===== src/exec_consts.vh =====
// Purpose: Constants for the bit, decimal and flow execution unit
// Assumes: One clock, synchronous active-high reset
// Notes: Operation, condition and state codes plus stack step sizes
`ifndef EXEC_CONSTS_VH
`define EXEC_CONSTS_VH
`define OP_BIT_TEST 5'h00
`define OP_BIT_TEST_SET 5'h01
`define OP_BIT_TEST_CLEAR 5'h02
`define OP_BIT_TEST_INVERT 5'h03
`define OP_DECIMAL_ADD_EXT 5'h04
`define OP_DECIMAL_SUB_EXT 5'h05
`define OP_DECIMAL_NEGATE_EXT 5'h06
`define OP_COND_BRANCH 5'h07
`define OP_ALWAYS_BRANCH 5'h08
`define OP_LOOP_COUNT_BRANCH 5'h09
`define OP_COND_SET 5'h0A
`define OP_REL_SUB_CALL 5'h0B
`define OP_ABS_JUMP 5'h0C
`define OP_ABS_SUB_CALL 5'h0D
`define OP_NO_OPERATION 5'h0E
`define OP_RETURN 5'h0F
`define OP_RETURN_DEALLOC 5'h10
`define OP_RETURN_RESTORE_FLAGS 5'h11
`define CC_T 4'h0
`define CC_F 4'h1
`define CC_HI 4'h2
`define CC_LS 4'h3
`define CC_CC 4'h4
`define CC_CS 4'h5
`define CC_NE 4'h6
`define CC_EQ 4'h7
`define CC_VC 4'h8
`define CC_VS 4'h9
`define CC_PL 4'hA
`define CC_MI 4'hB
`define CC_GE 4'hC
`define CC_LT 4'hD
`define CC_GT 4'hE
`define CC_LE 4'hF
`define FLAG_C 0
`define FLAG_V 1
`define FLAG_Z 2
`define FLAG_N 3
`define FLAG_X 4
`define STEP_LONG 32'h00000004
`define STEP_WORD 32'h00000002
`define STEP_NOP 32'h00000002
`define LOOP_END 16'hFFFF
`define ST_IDLE 3'h0
`define ST_RD_FLAGS 3'h1
`define ST_RD_PC 3'h2
`define ST_WR_PC 3'h3
`define ST_DONE 3'h4
`endif


===== src/decimal_unit.v =====
// Purpose: Packed decimal add and subtract of one byte with extend in
// Assumes: Operands hold valid decimal digits
// Notes: Purely combinational; negate is subtract from zero
`timescale 1ns/1ns
module decimal_unit (
  input wire [7:0] a,          // Minuend or addend
  input wire [7:0] b,          // Subtrahend or addend
  input wire ext,              // Extend flag in
  input wire sub,              // High selects a - b - ext
  output reg [7:0] result,     // Decimal result byte
  output reg carry             // Decimal carry or borrow
);
  reg [4:0] lo;
  reg [4:0] hi;
  reg lo_c;
  always @* begin
    lo = 5'h00;
    hi = 5'h00;
    lo_c = 1'b0;
    result = 8'h00;
    carry = 1'b0;
    if (sub) begin
      lo = {1'b0, a[3:0]} - {1'b0, b[3:0]} - {4'h0, ext};
      lo_c = lo[4];
      if (lo_c) lo = lo - 5'h06;
      hi = {1'b0, a[7:4]} - {1'b0, b[7:4]} - {4'h0, lo_c};
      carry = hi[4];
      if (carry) hi = hi - 5'h06;
    end else begin
      lo = {1'b0, a[3:0]} + {1'b0, b[3:0]} + {4'h0, ext};
      lo_c = (lo > 5'h09);
      if (lo_c) lo = lo + 5'h06;
      hi = {1'b0, a[7:4]} + {1'b0, b[7:4]} + {4'h0, lo_c};
      carry = (hi > 5'h09);
      if (carry) hi = hi + 5'h06;
    end
    result = {hi[3:0], lo[3:0]};
  end
endmodule


===== src/bit_bcd_branch_exec.v =====
// Purpose: Executes bit, packed decimal and program flow operations
// Assumes: Sequencer supplies operands; stack memory answers reads with valid
// Notes: One operation per START; DONE pulses when results are posted
//
// Behaviour
// - Four bit operations on register or memory
// - Bit number immediate or from data register
// - Register operand 32 bits, memory 8
// - Bit test: zero flag gets inverted bit
// - Test-set: flag then write one
// - Test-clear: flag then write zero
// - Test-invert: flag then flip bit
// - Decimal add source, destination, extend
// - Decimal subtract destination minus source minus extend
// - Decimal negate zero minus destination minus extend
// - Conditional branch adds displacement when true
// - Loop branch on false condition decrements low word, stops at minus one
// - Conditional set writes low byte all ones or zeros
// - Relative call pushes return, adds displacement
// - Absolute call pushes return, loads address
// - No operation advances counter by two
// - Return pops counter, stack up four
// - Return-dealloc adds four plus signed displacement
// - Return-restore pops flags then counter
// - Condition field selects one of sixteen tests
// - Always-false not allowed on conditional branch
`timescale 1ns/1ns
`include "exec_consts.vh"
module bit_bcd_branch_exec (
  input wire CLOCK,              // System clock
  input wire RST,                // Synchronous reset, active high
  input wire START,              // One-cycle pulse starting an operation
  input wire [4:0] OPCODE,       // Operation select
  input wire [3:0] COND,         // Condition field
  input wire MEM_OPERAND,        // High when operand is a memory byte
  input wire BIT_FROM_REG,       // High when bit number comes from data_reg
  input wire [7:0] BIT_IMM,      // Immediate bit number
  input wire [31:0] DATA_REG_IN, // data_reg holding the bit number
  input wire [31:0] DEST_IN,     // Destination operand
  input wire [7:0] SRC_IN,       // Decimal source byte
  input wire [31:0] DISP,        // Sign-extended displacement
  input wire [31:0] EA,          // Computed effective address
  input wire [31:0] PC_IN,       // Program counter of this instruction
  input wire [31:0] RET_PC,      // Return address to push
  input wire [31:0] SP_IN,       // Stack pointer
  input wire [4:0] FLAGS_IN,     // flag_register X N Z V C
  input wire [31:0] MEM_RDATA,   // Stack read data
  input wire MEM_RVALID,         // Stack read data valid
  output reg [31:0] RESULT,      // Destination write value
  output reg RESULT_WE,          // Destination write enable
  output reg [31:0] PC_OUT,      // New program counter
  output reg [31:0] SP_OUT,      // New stack pointer
  output reg SP_WE,              // Stack pointer write enable
  output reg [4:0] FLAGS_OUT,    // New flag_register value
  output reg MEM_RD,             // Stack read strobe
  output reg MEM_WR,             // Stack write strobe
  output reg MEM_WORD,           // Stack access is 16 bits
  output reg [31:0] MEM_ADDR,    // Stack address
  output reg [31:0] MEM_WDATA,   // Stack write data
  output reg ILLEGAL,            // Conditional branch used always-false, or unknown opcode
  output reg BUSY,               // Operation in progress
  output reg DONE                // One-cycle pulse: outputs valid
);
  reg [2:0] state;
  reg [4:0] op;
  reg [31:0] sp;
  reg [31:0] disp;
  reg [4:0] bitnum;
  reg bit_val;
  reg [31:0] bit_mask;
  reg cond_true;
  wire [7:0] dec_a;
  wire [7:0] dec_b;
  wire dec_sub;
  wire [7:0] dec_res;
  wire dec_carry;
  wire [15:0] count_next;
  wire c = FLAGS_IN[`FLAG_C];
  wire v = FLAGS_IN[`FLAG_V];
  wire z = FLAGS_IN[`FLAG_Z];
  wire n = FLAGS_IN[`FLAG_N];

  // Bit number from immediate or register, reduced by operand width
  always @* begin
    if (BIT_FROM_REG)
      bitnum = DATA_REG_IN[4:0];
    else
      bitnum = BIT_IMM[4:0];
    if (MEM_OPERAND)
      bitnum = {2'b00, bitnum[2:0]};
    bit_val = DEST_IN[bitnum];
    bit_mask = 32'h00000001 << bitnum;
  end

  always @* begin
    case (COND)
      `CC_T: cond_true = 1'b1;
      `CC_F: cond_true = 1'b0;
      `CC_HI: cond_true = ~c & ~z;
      `CC_LS: cond_true = c | z;
      `CC_CC: cond_true = ~c;
      `CC_CS: cond_true = c;
      `CC_NE: cond_true = ~z;
      `CC_EQ: cond_true = z;
      `CC_VC: cond_true = ~v;
      `CC_VS: cond_true = v;
      `CC_PL: cond_true = ~n;
      `CC_MI: cond_true = n;
      `CC_GE: cond_true = ~(n ^ v);
      `CC_LT: cond_true = n ^ v;
      `CC_GT: cond_true = ~z & ~(n ^ v);
      `CC_LE: cond_true = z | (n ^ v);
      default: cond_true = 1'b0;
    endcase
  end

  assign dec_sub = (OPCODE != `OP_DECIMAL_ADD_EXT);
  assign dec_a = (OPCODE == `OP_DECIMAL_NEGATE_EXT) ? 8'h00 : DEST_IN[7:0];
  assign dec_b = (OPCODE == `OP_DECIMAL_NEGATE_EXT) ? DEST_IN[7:0] : SRC_IN;
  assign count_next = DEST_IN[15:0] - 16'h0001;

  decimal_unit dec (
    .a(dec_a),
    .b(dec_b),
    .ext(FLAGS_IN[`FLAG_X]),
    .sub(dec_sub),
    .result(dec_res),
    .carry(dec_carry)
  );

  always @(posedge CLOCK) begin
    if (RST) begin
      state <= `ST_IDLE;
      op <= 5'h00;
      sp <= 32'h00000000;
      disp <= 32'h00000000;
      RESULT <= 32'h00000000;
      RESULT_WE <= 1'b0;
      PC_OUT <= 32'h00000000;
      SP_OUT <= 32'h00000000;
      SP_WE <= 1'b0;
      FLAGS_OUT <= 5'h00;
      MEM_RD <= 1'b0;
      MEM_WR <= 1'b0;
      MEM_WORD <= 1'b0;
      MEM_ADDR <= 32'h00000000;
      MEM_WDATA <= 32'h00000000;
      ILLEGAL <= 1'b0;
      BUSY <= 1'b0;
      DONE <= 1'b0;
    end else begin
      DONE <= 1'b0;
      MEM_RD <= 1'b0;
      MEM_WR <= 1'b0;
      case (state)
        `ST_IDLE: begin
          if (START) begin
            op <= OPCODE;
            disp <= DISP;
            sp <= SP_IN;
            RESULT <= DEST_IN;
            RESULT_WE <= 1'b0;
            SP_WE <= 1'b0;
            ILLEGAL <= 1'b0;
            FLAGS_OUT <= FLAGS_IN;
            PC_OUT <= PC_IN;
            SP_OUT <= SP_IN;
            MEM_WORD <= 1'b0;
            BUSY <= 1'b1;
            state <= `ST_DONE;
            case (OPCODE)
              `OP_BIT_TEST: begin
                FLAGS_OUT[`FLAG_Z] <= ~bit_val;
              end
              `OP_BIT_TEST_SET: begin
                FLAGS_OUT[`FLAG_Z] <= ~bit_val;
                RESULT <= DEST_IN | bit_mask;
                RESULT_WE <= 1'b1;
              end
              `OP_BIT_TEST_CLEAR: begin
                FLAGS_OUT[`FLAG_Z] <= ~bit_val;
                RESULT <= DEST_IN & ~bit_mask;
                RESULT_WE <= 1'b1;
              end
              `OP_BIT_TEST_INVERT: begin
                FLAGS_OUT[`FLAG_Z] <= ~bit_val;
                RESULT <= DEST_IN ^ bit_mask;
                RESULT_WE <= 1'b1;
              end
              `OP_DECIMAL_ADD_EXT, `OP_DECIMAL_SUB_EXT, `OP_DECIMAL_NEGATE_EXT: begin
                RESULT <= {DEST_IN[31:8], dec_res};
                RESULT_WE <= 1'b1;
                FLAGS_OUT[`FLAG_C] <= dec_carry;
                FLAGS_OUT[`FLAG_X] <= dec_carry;
                if (dec_res != 8'h00)
                  FLAGS_OUT[`FLAG_Z] <= 1'b0;
              end
              `OP_COND_BRANCH: begin
                if (COND == `CC_F)
                  ILLEGAL <= 1'b1;
                else if (cond_true)
                  PC_OUT <= PC_IN + DISP;
              end
              `OP_ALWAYS_BRANCH: PC_OUT <= PC_IN + DISP;
              `OP_LOOP_COUNT_BRANCH: begin
                if (!cond_true) begin
                  RESULT <= {DEST_IN[31:16], count_next};
                  RESULT_WE <= 1'b1;
                  if (count_next != `LOOP_END)
                    PC_OUT <= PC_IN + DISP;
                end
              end
              `OP_COND_SET: begin
                RESULT <= {DEST_IN[31:8], cond_true ? 8'hFF : 8'h00};
                RESULT_WE <= 1'b1;
              end
              `OP_ABS_JUMP: PC_OUT <= EA;
              `OP_REL_SUB_CALL, `OP_ABS_SUB_CALL: begin
                SP_OUT <= SP_IN - `STEP_LONG;
                SP_WE <= 1'b1;
                MEM_ADDR <= SP_IN - `STEP_LONG;
                MEM_WDATA <= RET_PC;
                MEM_WR <= 1'b1;
                if (OPCODE == `OP_REL_SUB_CALL)
                  PC_OUT <= PC_IN + DISP;
                else
                  PC_OUT <= EA;
                state <= `ST_WR_PC;
              end
              `OP_NO_OPERATION: PC_OUT <= PC_IN + `STEP_NOP;
              `OP_RETURN, `OP_RETURN_DEALLOC: begin
                MEM_ADDR <= SP_IN;
                MEM_RD <= 1'b1;
                state <= `ST_RD_PC;
              end
              `OP_RETURN_RESTORE_FLAGS: begin
                MEM_ADDR <= SP_IN;
                MEM_WORD <= 1'b1;
                MEM_RD <= 1'b1;
                state <= `ST_RD_FLAGS;
              end
              default: ILLEGAL <= 1'b1;
            endcase
          end
        end
        `ST_RD_FLAGS: begin
          if (MEM_RVALID) begin
            FLAGS_OUT <= MEM_RDATA[4:0];
            sp <= sp + `STEP_WORD;
            MEM_ADDR <= sp + `STEP_WORD;
            MEM_WORD <= 1'b0;
            MEM_RD <= 1'b1;
            state <= `ST_RD_PC;
          end
        end
        `ST_RD_PC: begin
          if (MEM_RVALID) begin
            PC_OUT <= MEM_RDATA;
            SP_WE <= 1'b1;
            if (op == `OP_RETURN_DEALLOC)
              SP_OUT <= sp + `STEP_LONG + disp;
            else
              SP_OUT <= sp + `STEP_LONG;
            state <= `ST_DONE;
          end
        end
        `ST_WR_PC: state <= `ST_DONE;
        `ST_DONE: begin
          DONE <= 1'b1;
          BUSY <= 1'b0;
          state <= `ST_IDLE;
        end
        default: state <= `ST_IDLE;
      endcase
    end
  end
endmodule


===== config.mk =====
export PLATFORM = sky130hd
export DESIGN_NAME = bit_bcd_branch_exec
export DESIGN_NICKNAME = d
export VERILOG_FILES = /design/src/decimal_unit.v /design/src/bit_bcd_branch_exec.v
export VERILOG_INCLUDE_DIRS = /design/src
export SDC_FILE = /design/constraint.sdc
export NUM_CORES = 1
export LEC_CHECK = 0
export BUFFER_PORTS_ARGS = -buffer_cell sky130_fd_sc_hd__buf_2
export CAP_MARGIN = 5
export CELL_PAD_IN_SITES_DETAIL_PLACEMENT = 0
export CELL_PAD_IN_SITES_GLOBAL_PLACEMENT = 2
export CORE_MARGIN = 2
export CORE_UTILIZATION = 30
export CTS_CLUSTER_DIAMETER = 120
export DETAILED_ROUTE_END_ITERATION = 12
export GPL_TIMING_DRIVEN = 0
export MAX_ROUTING_LAYER = met4
export PLACE_DENSITY_LB_ADDON = 0.1
export SETUP_SLACK_MARGIN = 0.5
export SYNTH_ARGS = -nofsm -noshare
export SYNTH_HDL_FRONTEND = slang
export SYNTH_SLANG_ARGS = --single-unit

===== constraint.sdc =====
create_clock -name CLOCK -period 7 [get_ports CLOCK]
set_input_delay 0.7 -clock CLOCK [delete_from_list [all_inputs] [get_ports CLOCK]]
set_output_delay 0.7 -clock CLOCK [all_outputs]
set_load 0.02 [all_outputs]

Word-level counts from Yosys, hierarchy flattened
Index checks and enable logic that the tools add are counted.
{ "op_classes": {"n_reduce_logical": 22, "magnitude_cmp": 3, "n_shift": 1, "n_bitwise": 17, "n_mux": 68, "eq_ne": 43, "addsub": 19} }
{ "op_table": {"columns": ["op", "count"], "rows": [
  ["$mux 32", 14],
  ["$pmux 32 s6", 2],
  ["$pmux 32 s2", 5],
  ["$add 32x2->32 const B", 2],
  ["$add 32x32->32", 2],
  ["$eq 5x4->1 const B", 8],
  ["$add 32x3->32 const B", 1],
  ["$and 32x32->32", 1],
  ["$eq 4x4->1 const B", 8],
  ["$not 32->32", 1],
  ["$or 32x32->32", 1],
  ["$shl 1x5->32 const A", 1],
  ["$sub 32x3->32 const B", 1],
  ["$xor 32x32->32", 1],
  ["$mux 4", 6],
  ["$mux 8", 3],
  ["$eq 5x3->1 const B", 4],
  ["$mux 5", 4],
  ["$mux 1", 18],
  ["$reduce_or 17->1", 1],
  ["$eq 4x3->1 const B", 4],
  ["$mux 16", 1],
  ["$ne 16x16->1 const B", 1],
  ["$pmux 1 s16", 1],
  ["other kinds (42)", 82]
]} }
{ "totals": {"input_bits": 292, "output_inout_bits": 173, "wordCells": 191, "ff_bits": 245} }

Depth between registers and ports, before layout
{ "logic_depth": {"ltp_word": 14, "mapped_depth": 27, "mapped_depth_nobuf": 24} }

By module
From an unflattened synthesis, not the netlist that was laid out.
{ "hier_totals": {"cells_unflattened": 3016, "area_unflattened_um2": 21200.3} }
{ "modules_own_cells": {"columns": ["module", "cells_per_inst", "seq_area_each_um2", "instances", "area_each_um2"], "rows": [
  ["bit_bcd_branch_exec", 2869, 4904.7, 1, 20044.2],
  ["decimal_unit", 147, 0.0, 1, 1156.1]
]} }

Worst setup path before layout
Ideal clock, no wire load.
{ "synth_timing": {"path_type": "input to register", "startpoint": "input OPCODE[4]", "endpoint": "register FLAGS_OUT[2]", "cell_stages": 25, "setup_slack_ns": 1.265, "path_buffers": 2, "arrival_ns": 5.660, "path_cell_list": "buf_2 > nor3b_2 > nand2_1 > clkbuf_1 > o21ai_0 > fa_1 > inv_1 > fa_1 > nand2b_1 > a21oi_1 > xnor2_1 > inv_1 > fa_1 > fa_1 > xor2_1 > ha_1 > or3_1 > a21oi_1 > a221oi_1 > xnor2_1 > nand2_1 > o21ai_0 > nor4bb_1 > a32oi_1 > o21ai_0"} }
{ "synth_between": {"elab_chain_len": 14, "elab_cells_between_ends": 37, "classes_between": "12 x add/sub; 2 x order compare; 7 x eq/ne; 12 x mux; 4 x reduce/logical"} }
{ "synth_rtl": {"columns": ["element", "line", "text"], "rows": [
  ["start: declaration", "bit_bcd_branch_exec.v:33", "input wire [4:0] OPCODE,"],
  ["$eq 5x3->1", "bit_bcd_branch_exec.v:171", "case (OPCODE)"],
  ["$mux 8, on equally long branches", "bit_bcd_branch_exec.v:118, bit_bcd_branch_exec.v:119", null],
  ["$add 4x4->5", "decimal_unit.v:30", "lo = {1'b0, a[3:0]} + {1'b0, b[3:0]} + {4'h0, ext};"],
  ["$add 5x1->5", "decimal_unit.v:30", null],
  ["$gt 5x4->1", "decimal_unit.v:31", "lo_c = (lo > 5'h09);"],
  ["$add 5x1->5", "decimal_unit.v:33", "hi = {1'b0, a[7:4]} + {1'b0, b[7:4]} + {4'h0, lo_c};"],
  ["$add 4x3->4 / $gt 5x4->1 (equally long branches)", "decimal_unit.v:35, decimal_unit.v:34", null],
  ["$mux 4", "decimal_unit.v:35", "if (carry) hi = hi + 5'h06;"],
  ["$mux 4", "decimal_unit.v:22", "if (sub) begin"],
  ["$reduce_bool 8->1", "bit_bcd_branch_exec.v:195", "if (dec_res != 8'h00)"],
  ["$mux 1", "bit_bcd_branch_exec.v:195", null],
  ["$pmux 1 s2 *", "bit_bcd_branch_exec.v:171", null],
  ["$mux 5 *", "bit_bcd_branch_exec.v:157", "if (START) begin"],
  ["$pmux 5 s2 *", "bit_bcd_branch_exec.v:155", "case (state)"],
  ["end signal: indexed assignment", "bit_bcd_branch_exec.v:173", "FLAGS_OUT[`FLAG_Z] <= ~bit_val;"],
  ["end signal: indexed assignment", "bit_bcd_branch_exec.v:176", "FLAGS_OUT[`FLAG_Z] <= ~bit_val;"],
  ["end signal: indexed assignment", "bit_bcd_branch_exec.v:194", "FLAGS_OUT[`FLAG_X] <= dec_carry;"],
  ["end: declaration", "bit_bcd_branch_exec.v:54", "output reg [4:0] FLAGS_OUT,"]
]} }
Every way passes the cells marked *; elsewhere a longest branch is shown, timed or not. The select of a mux whose other input is x is not followed.
A chain may end at the register's enable or synchronous reset.

Worst setup path in the final report
Ends and elaborated chain as after synthesis.

==> metrics.cfg <==
[yosys]
avgSynthCellArea_um2 = 7.145
synth_edf_count = 0
postSynthCellCount = 2920
synthAdderAreaFrac_pct = 9.896
ys_warn_count = 0
synth_top_family_by_area = compound AO/OA/AOI/OAI gates
ys_ff_latch = 245
synth_flop_cell = dfxtp_1
ys_seq_area_share_pct = 23.51
ys_async_sr_fraction_pct = 0
synth.distinct_cells = 89
synth_compound_area_share_pct = 26.21
synthXorXnorAreaFrac_pct = 8.474
syn_nets = 3371
synthMuxAreaShare_pct = 1.835
synthSimpleGateAreaFrac_pct = 24.45
synthesis.area_um2 = 20860

[route]
totalWireLength_um = 112200
ant_nets = 0
vias = 24240
routedWlPerCell_um = 25.82
dr.first_iter.drc_count = 2063
routed_via_density = 5.581
first_pass_iters = 7
drc = 0

[layout]
final_layout_size_suffix_gt1_share_pct = 15.96
final_common_cell = nand2_1
multi_input_area_um2 = 14820
final_cell_mix = 480 x nand2_1, 434 x buf_2, 290 x nor2_1
fillers = 7603
seqCellArea_um2 = 4905
final_nets = 3833
area_growth_pct = 21.93
finalNonFillerCells = 4344

[worst_setup_path]
slowest_delay_ps = 480
crit_arrival_ps = 6570
crit_slowest_cell = fa_1
cp-end-kind = register
worst_setup_path_start_kind = input pin
cpMostUsedCell = fa_1
path_buf_inv = 6
critPathMaxFanout = 10
crit_type = input pin to register
cp_top_family = adder cells
crit_required_ps = 7480

[floorplan]
pin_count = 465
core_area_um2 = 68710
die_area_um2 = 71670
fp.dieH_um = 267.7
rows = 96
start_util_pct = 30.36
die_x_um = 267.7

[power_and_ir_drop]
swShare_pct = 36.95
p_leak_uw = 0.01067
p_switching_uw = 1877
power.density_nw_per_um2 = 199.7
p_comb_share_pct = 30.8
pwr-share-clk_pct = 38.1
internal_power_uw = 3203
max-vdd-ir-drop_uv = 172.6
power_frac_seq_pct = 31.0

[hold_path]
hold_class = input pin to register

[global_routing]
grt_pass1_wl_um = 159400
grt-busiest-layer = met2
first_global_vias = 23460
grt_max_degree = 11
track_usage_pct = 31.16
antenna_found_initial = 9
grt-ovfl-total = 0
use_met2_pct = 50.70
grtUsageMet1_pct = 39.68
met3_usage_pct = 4.542

[timing]
fin_crit_sh_pct = 87.02
grt_setup_unrepaired = no
layout_min_cycle_time_ps = 6091
fmax_mhz = 164.2
max_slew_margin_pct = 9.364
hold_violations = 0
maxSlewViolCount = 0
finalClockSkew_ps = 26.41
setup_violations = 0
tightest_slew_ps = 1360
tns_ps = 0

[cts]
clk_pin_slew_ps = 60
numCtsBuffers = 37
clkLatencyLatePin_ps = 580
cts_tree = yes
cts_buffer_depth = 3
cts_sinks = 245
cts-root-buf = clkbuf_16
htreeDepth = 2
cts-hold-fix-buffers = 0

[place]
globalplace.congestion = 0.9281
place_hpwl_um = 89900
dp_cells = 4272
numPortBuffers = 418

[job]
maxCapViolations = 0

[outcome]
status = completed

==> synth_stat cells (all sizes together), types with 34 or more instances <==
| master | instances | area share, % |
|---|---|---|
| a21oi | 286 | 6.9 |
| nand3 | 56 | 1.3 |
| o211ai | 58 | 2.1 |
| a211oi | 55 | 2.0 |
| clkbuf | 184 | 3.3 |
| ha | 149 | 8.9 |
| nor4 | 37 | 1.3 |
| inv | 89 | 1.6 |
| xnor2 | 119 | 5.0 |
| o21ai | 169 | 4.1 |
| a21o | 38 | 1.4 |
| nor2 | 290 | 5.2 |
| dfxtp | 245 | 24 |
| a221oi | 34 | 1.5 |
| nor3 | 84 | 2.1 |
| xor2 | 82 | 3.4 |
| nand2 | 480 | 8.6 |
==> metrics by stage <==
step | area (um2) | power (uW) | setup WS, ps | util [%] | hold slack, ps
3_5_place_dp | 24150 | 3145 | -384.0 | 35.15 | 438.4
2_1_floorplan | 20860 | 2515 | 1265 | - | 436.0
4_1_cts | 25380 | 5094 | 658.7 | 36.94 | 360.5
6_report | 25440 | 5080 | 908.7 | 37.02 | 384.1
3_3_place_gp | 24120 | 3130 | -457.2 | 35.11 | 434.5
5_1_grt | 25440 | 5306 | 496.0 | 37.02 | 360.9
==> flip-flops by register name, summed over array words and instances (netlist names) <==
| signal | flops |
|---|---|
| BUSY | 1 |
| DONE | 1 |
| FLAGS_OUT | 5 |
| ILLEGAL | 1 |
| MEM_ADDR | 32 |
| MEM_RD | 1 |
| MEM_WDATA | 32 |
| MEM_WORD | 1 |
| MEM_WR | 1 |
| PC_OUT | 32 |
| RESULT | 32 |
| RESULT_WE | 1 |
| SP_OUT | 32 |
| SP_WE | 1 |
| disp | 32 |
| op | 5 |
| sp | 32 |
| state | 3 |
==> cells by family after synthesis <==
kind of cell / Yosys count
xor gates and xnor gates: 201
DFF: 245
and+or+nand+nor: 1127
muxes: 34
buffers and inverters: 304
AOI/OAI and AO/OA: 850
adders and majority gates: 159
==> worst reg2reg max path, stage by stage, from the launching register on <==
cell      delay (ps)
dfxtp_1          300
clkbuf_1         360
and4_1           270
and3_1           150
clkbuf_1         260
and3_1           340
nand2_1          100
xnor2_1          320
ha_1             380
and4_1           260
and3_1           230
and4_1           190
a311oi_1         470
a31oi_1          270
a211oi_1         250
o21bai_1         210
mux4_2           320
nor3_1           170
==> power by group through the flow <==
stage,Clock (uW),Combinational [uW],Sequential [uW]
after detailed placement,0,1540,1600
after floorplan,0,861,1650
after global placement,0,1530,1600
final,1940,1570,1580
after CTS,1970,1550,1570
after global routing,2020,1700,1580
==> repair_timing <==
action | 4_1_cts | 5_1_grt
pin swaps | 1 | 1
cloned | 0 | 0
buffers inserted | 1 | 1
endpoints found under the hold margin | 0 | 0
gates resized for setup | 3 | 9
endpoints found under the setup margin | 1 | 1
==> final timing paths <==
kind,from,end,slack [ps],cells past startpoint
setup / recovery,OPCODE[4],FLAGS_OUT[2],910,27
hold / removal,RET_PC[4],MEM_WDATA[4],380,3
setup reg to reg,sp[7],SP_OUT[31],2110,17
hold reg to reg,SP_OUT[24],SP_OUT[24],450,1
==> area by class of cell <==
cell class,count,share of cell area [%]
Timing Repair Buffer,423,8.371
Buffer,215,3.330
Multi-Input combinational cell,2371,58.27
Clock buffer,52,4.255
Tap cell,931,4.579
Sequential cell,245,19.28
Antenna cell,10,0.09837
Inverter,89,1.313
Clock inverter,8,0.5066
==> layer usage <==
metal  wire (um)  part of all wire [%]
met3        7266                   6.5
met5           0                     0
met4        3706                   3.3
met2       52690                    47
met1       48490                    43
(Power assumes the default switching activity.)
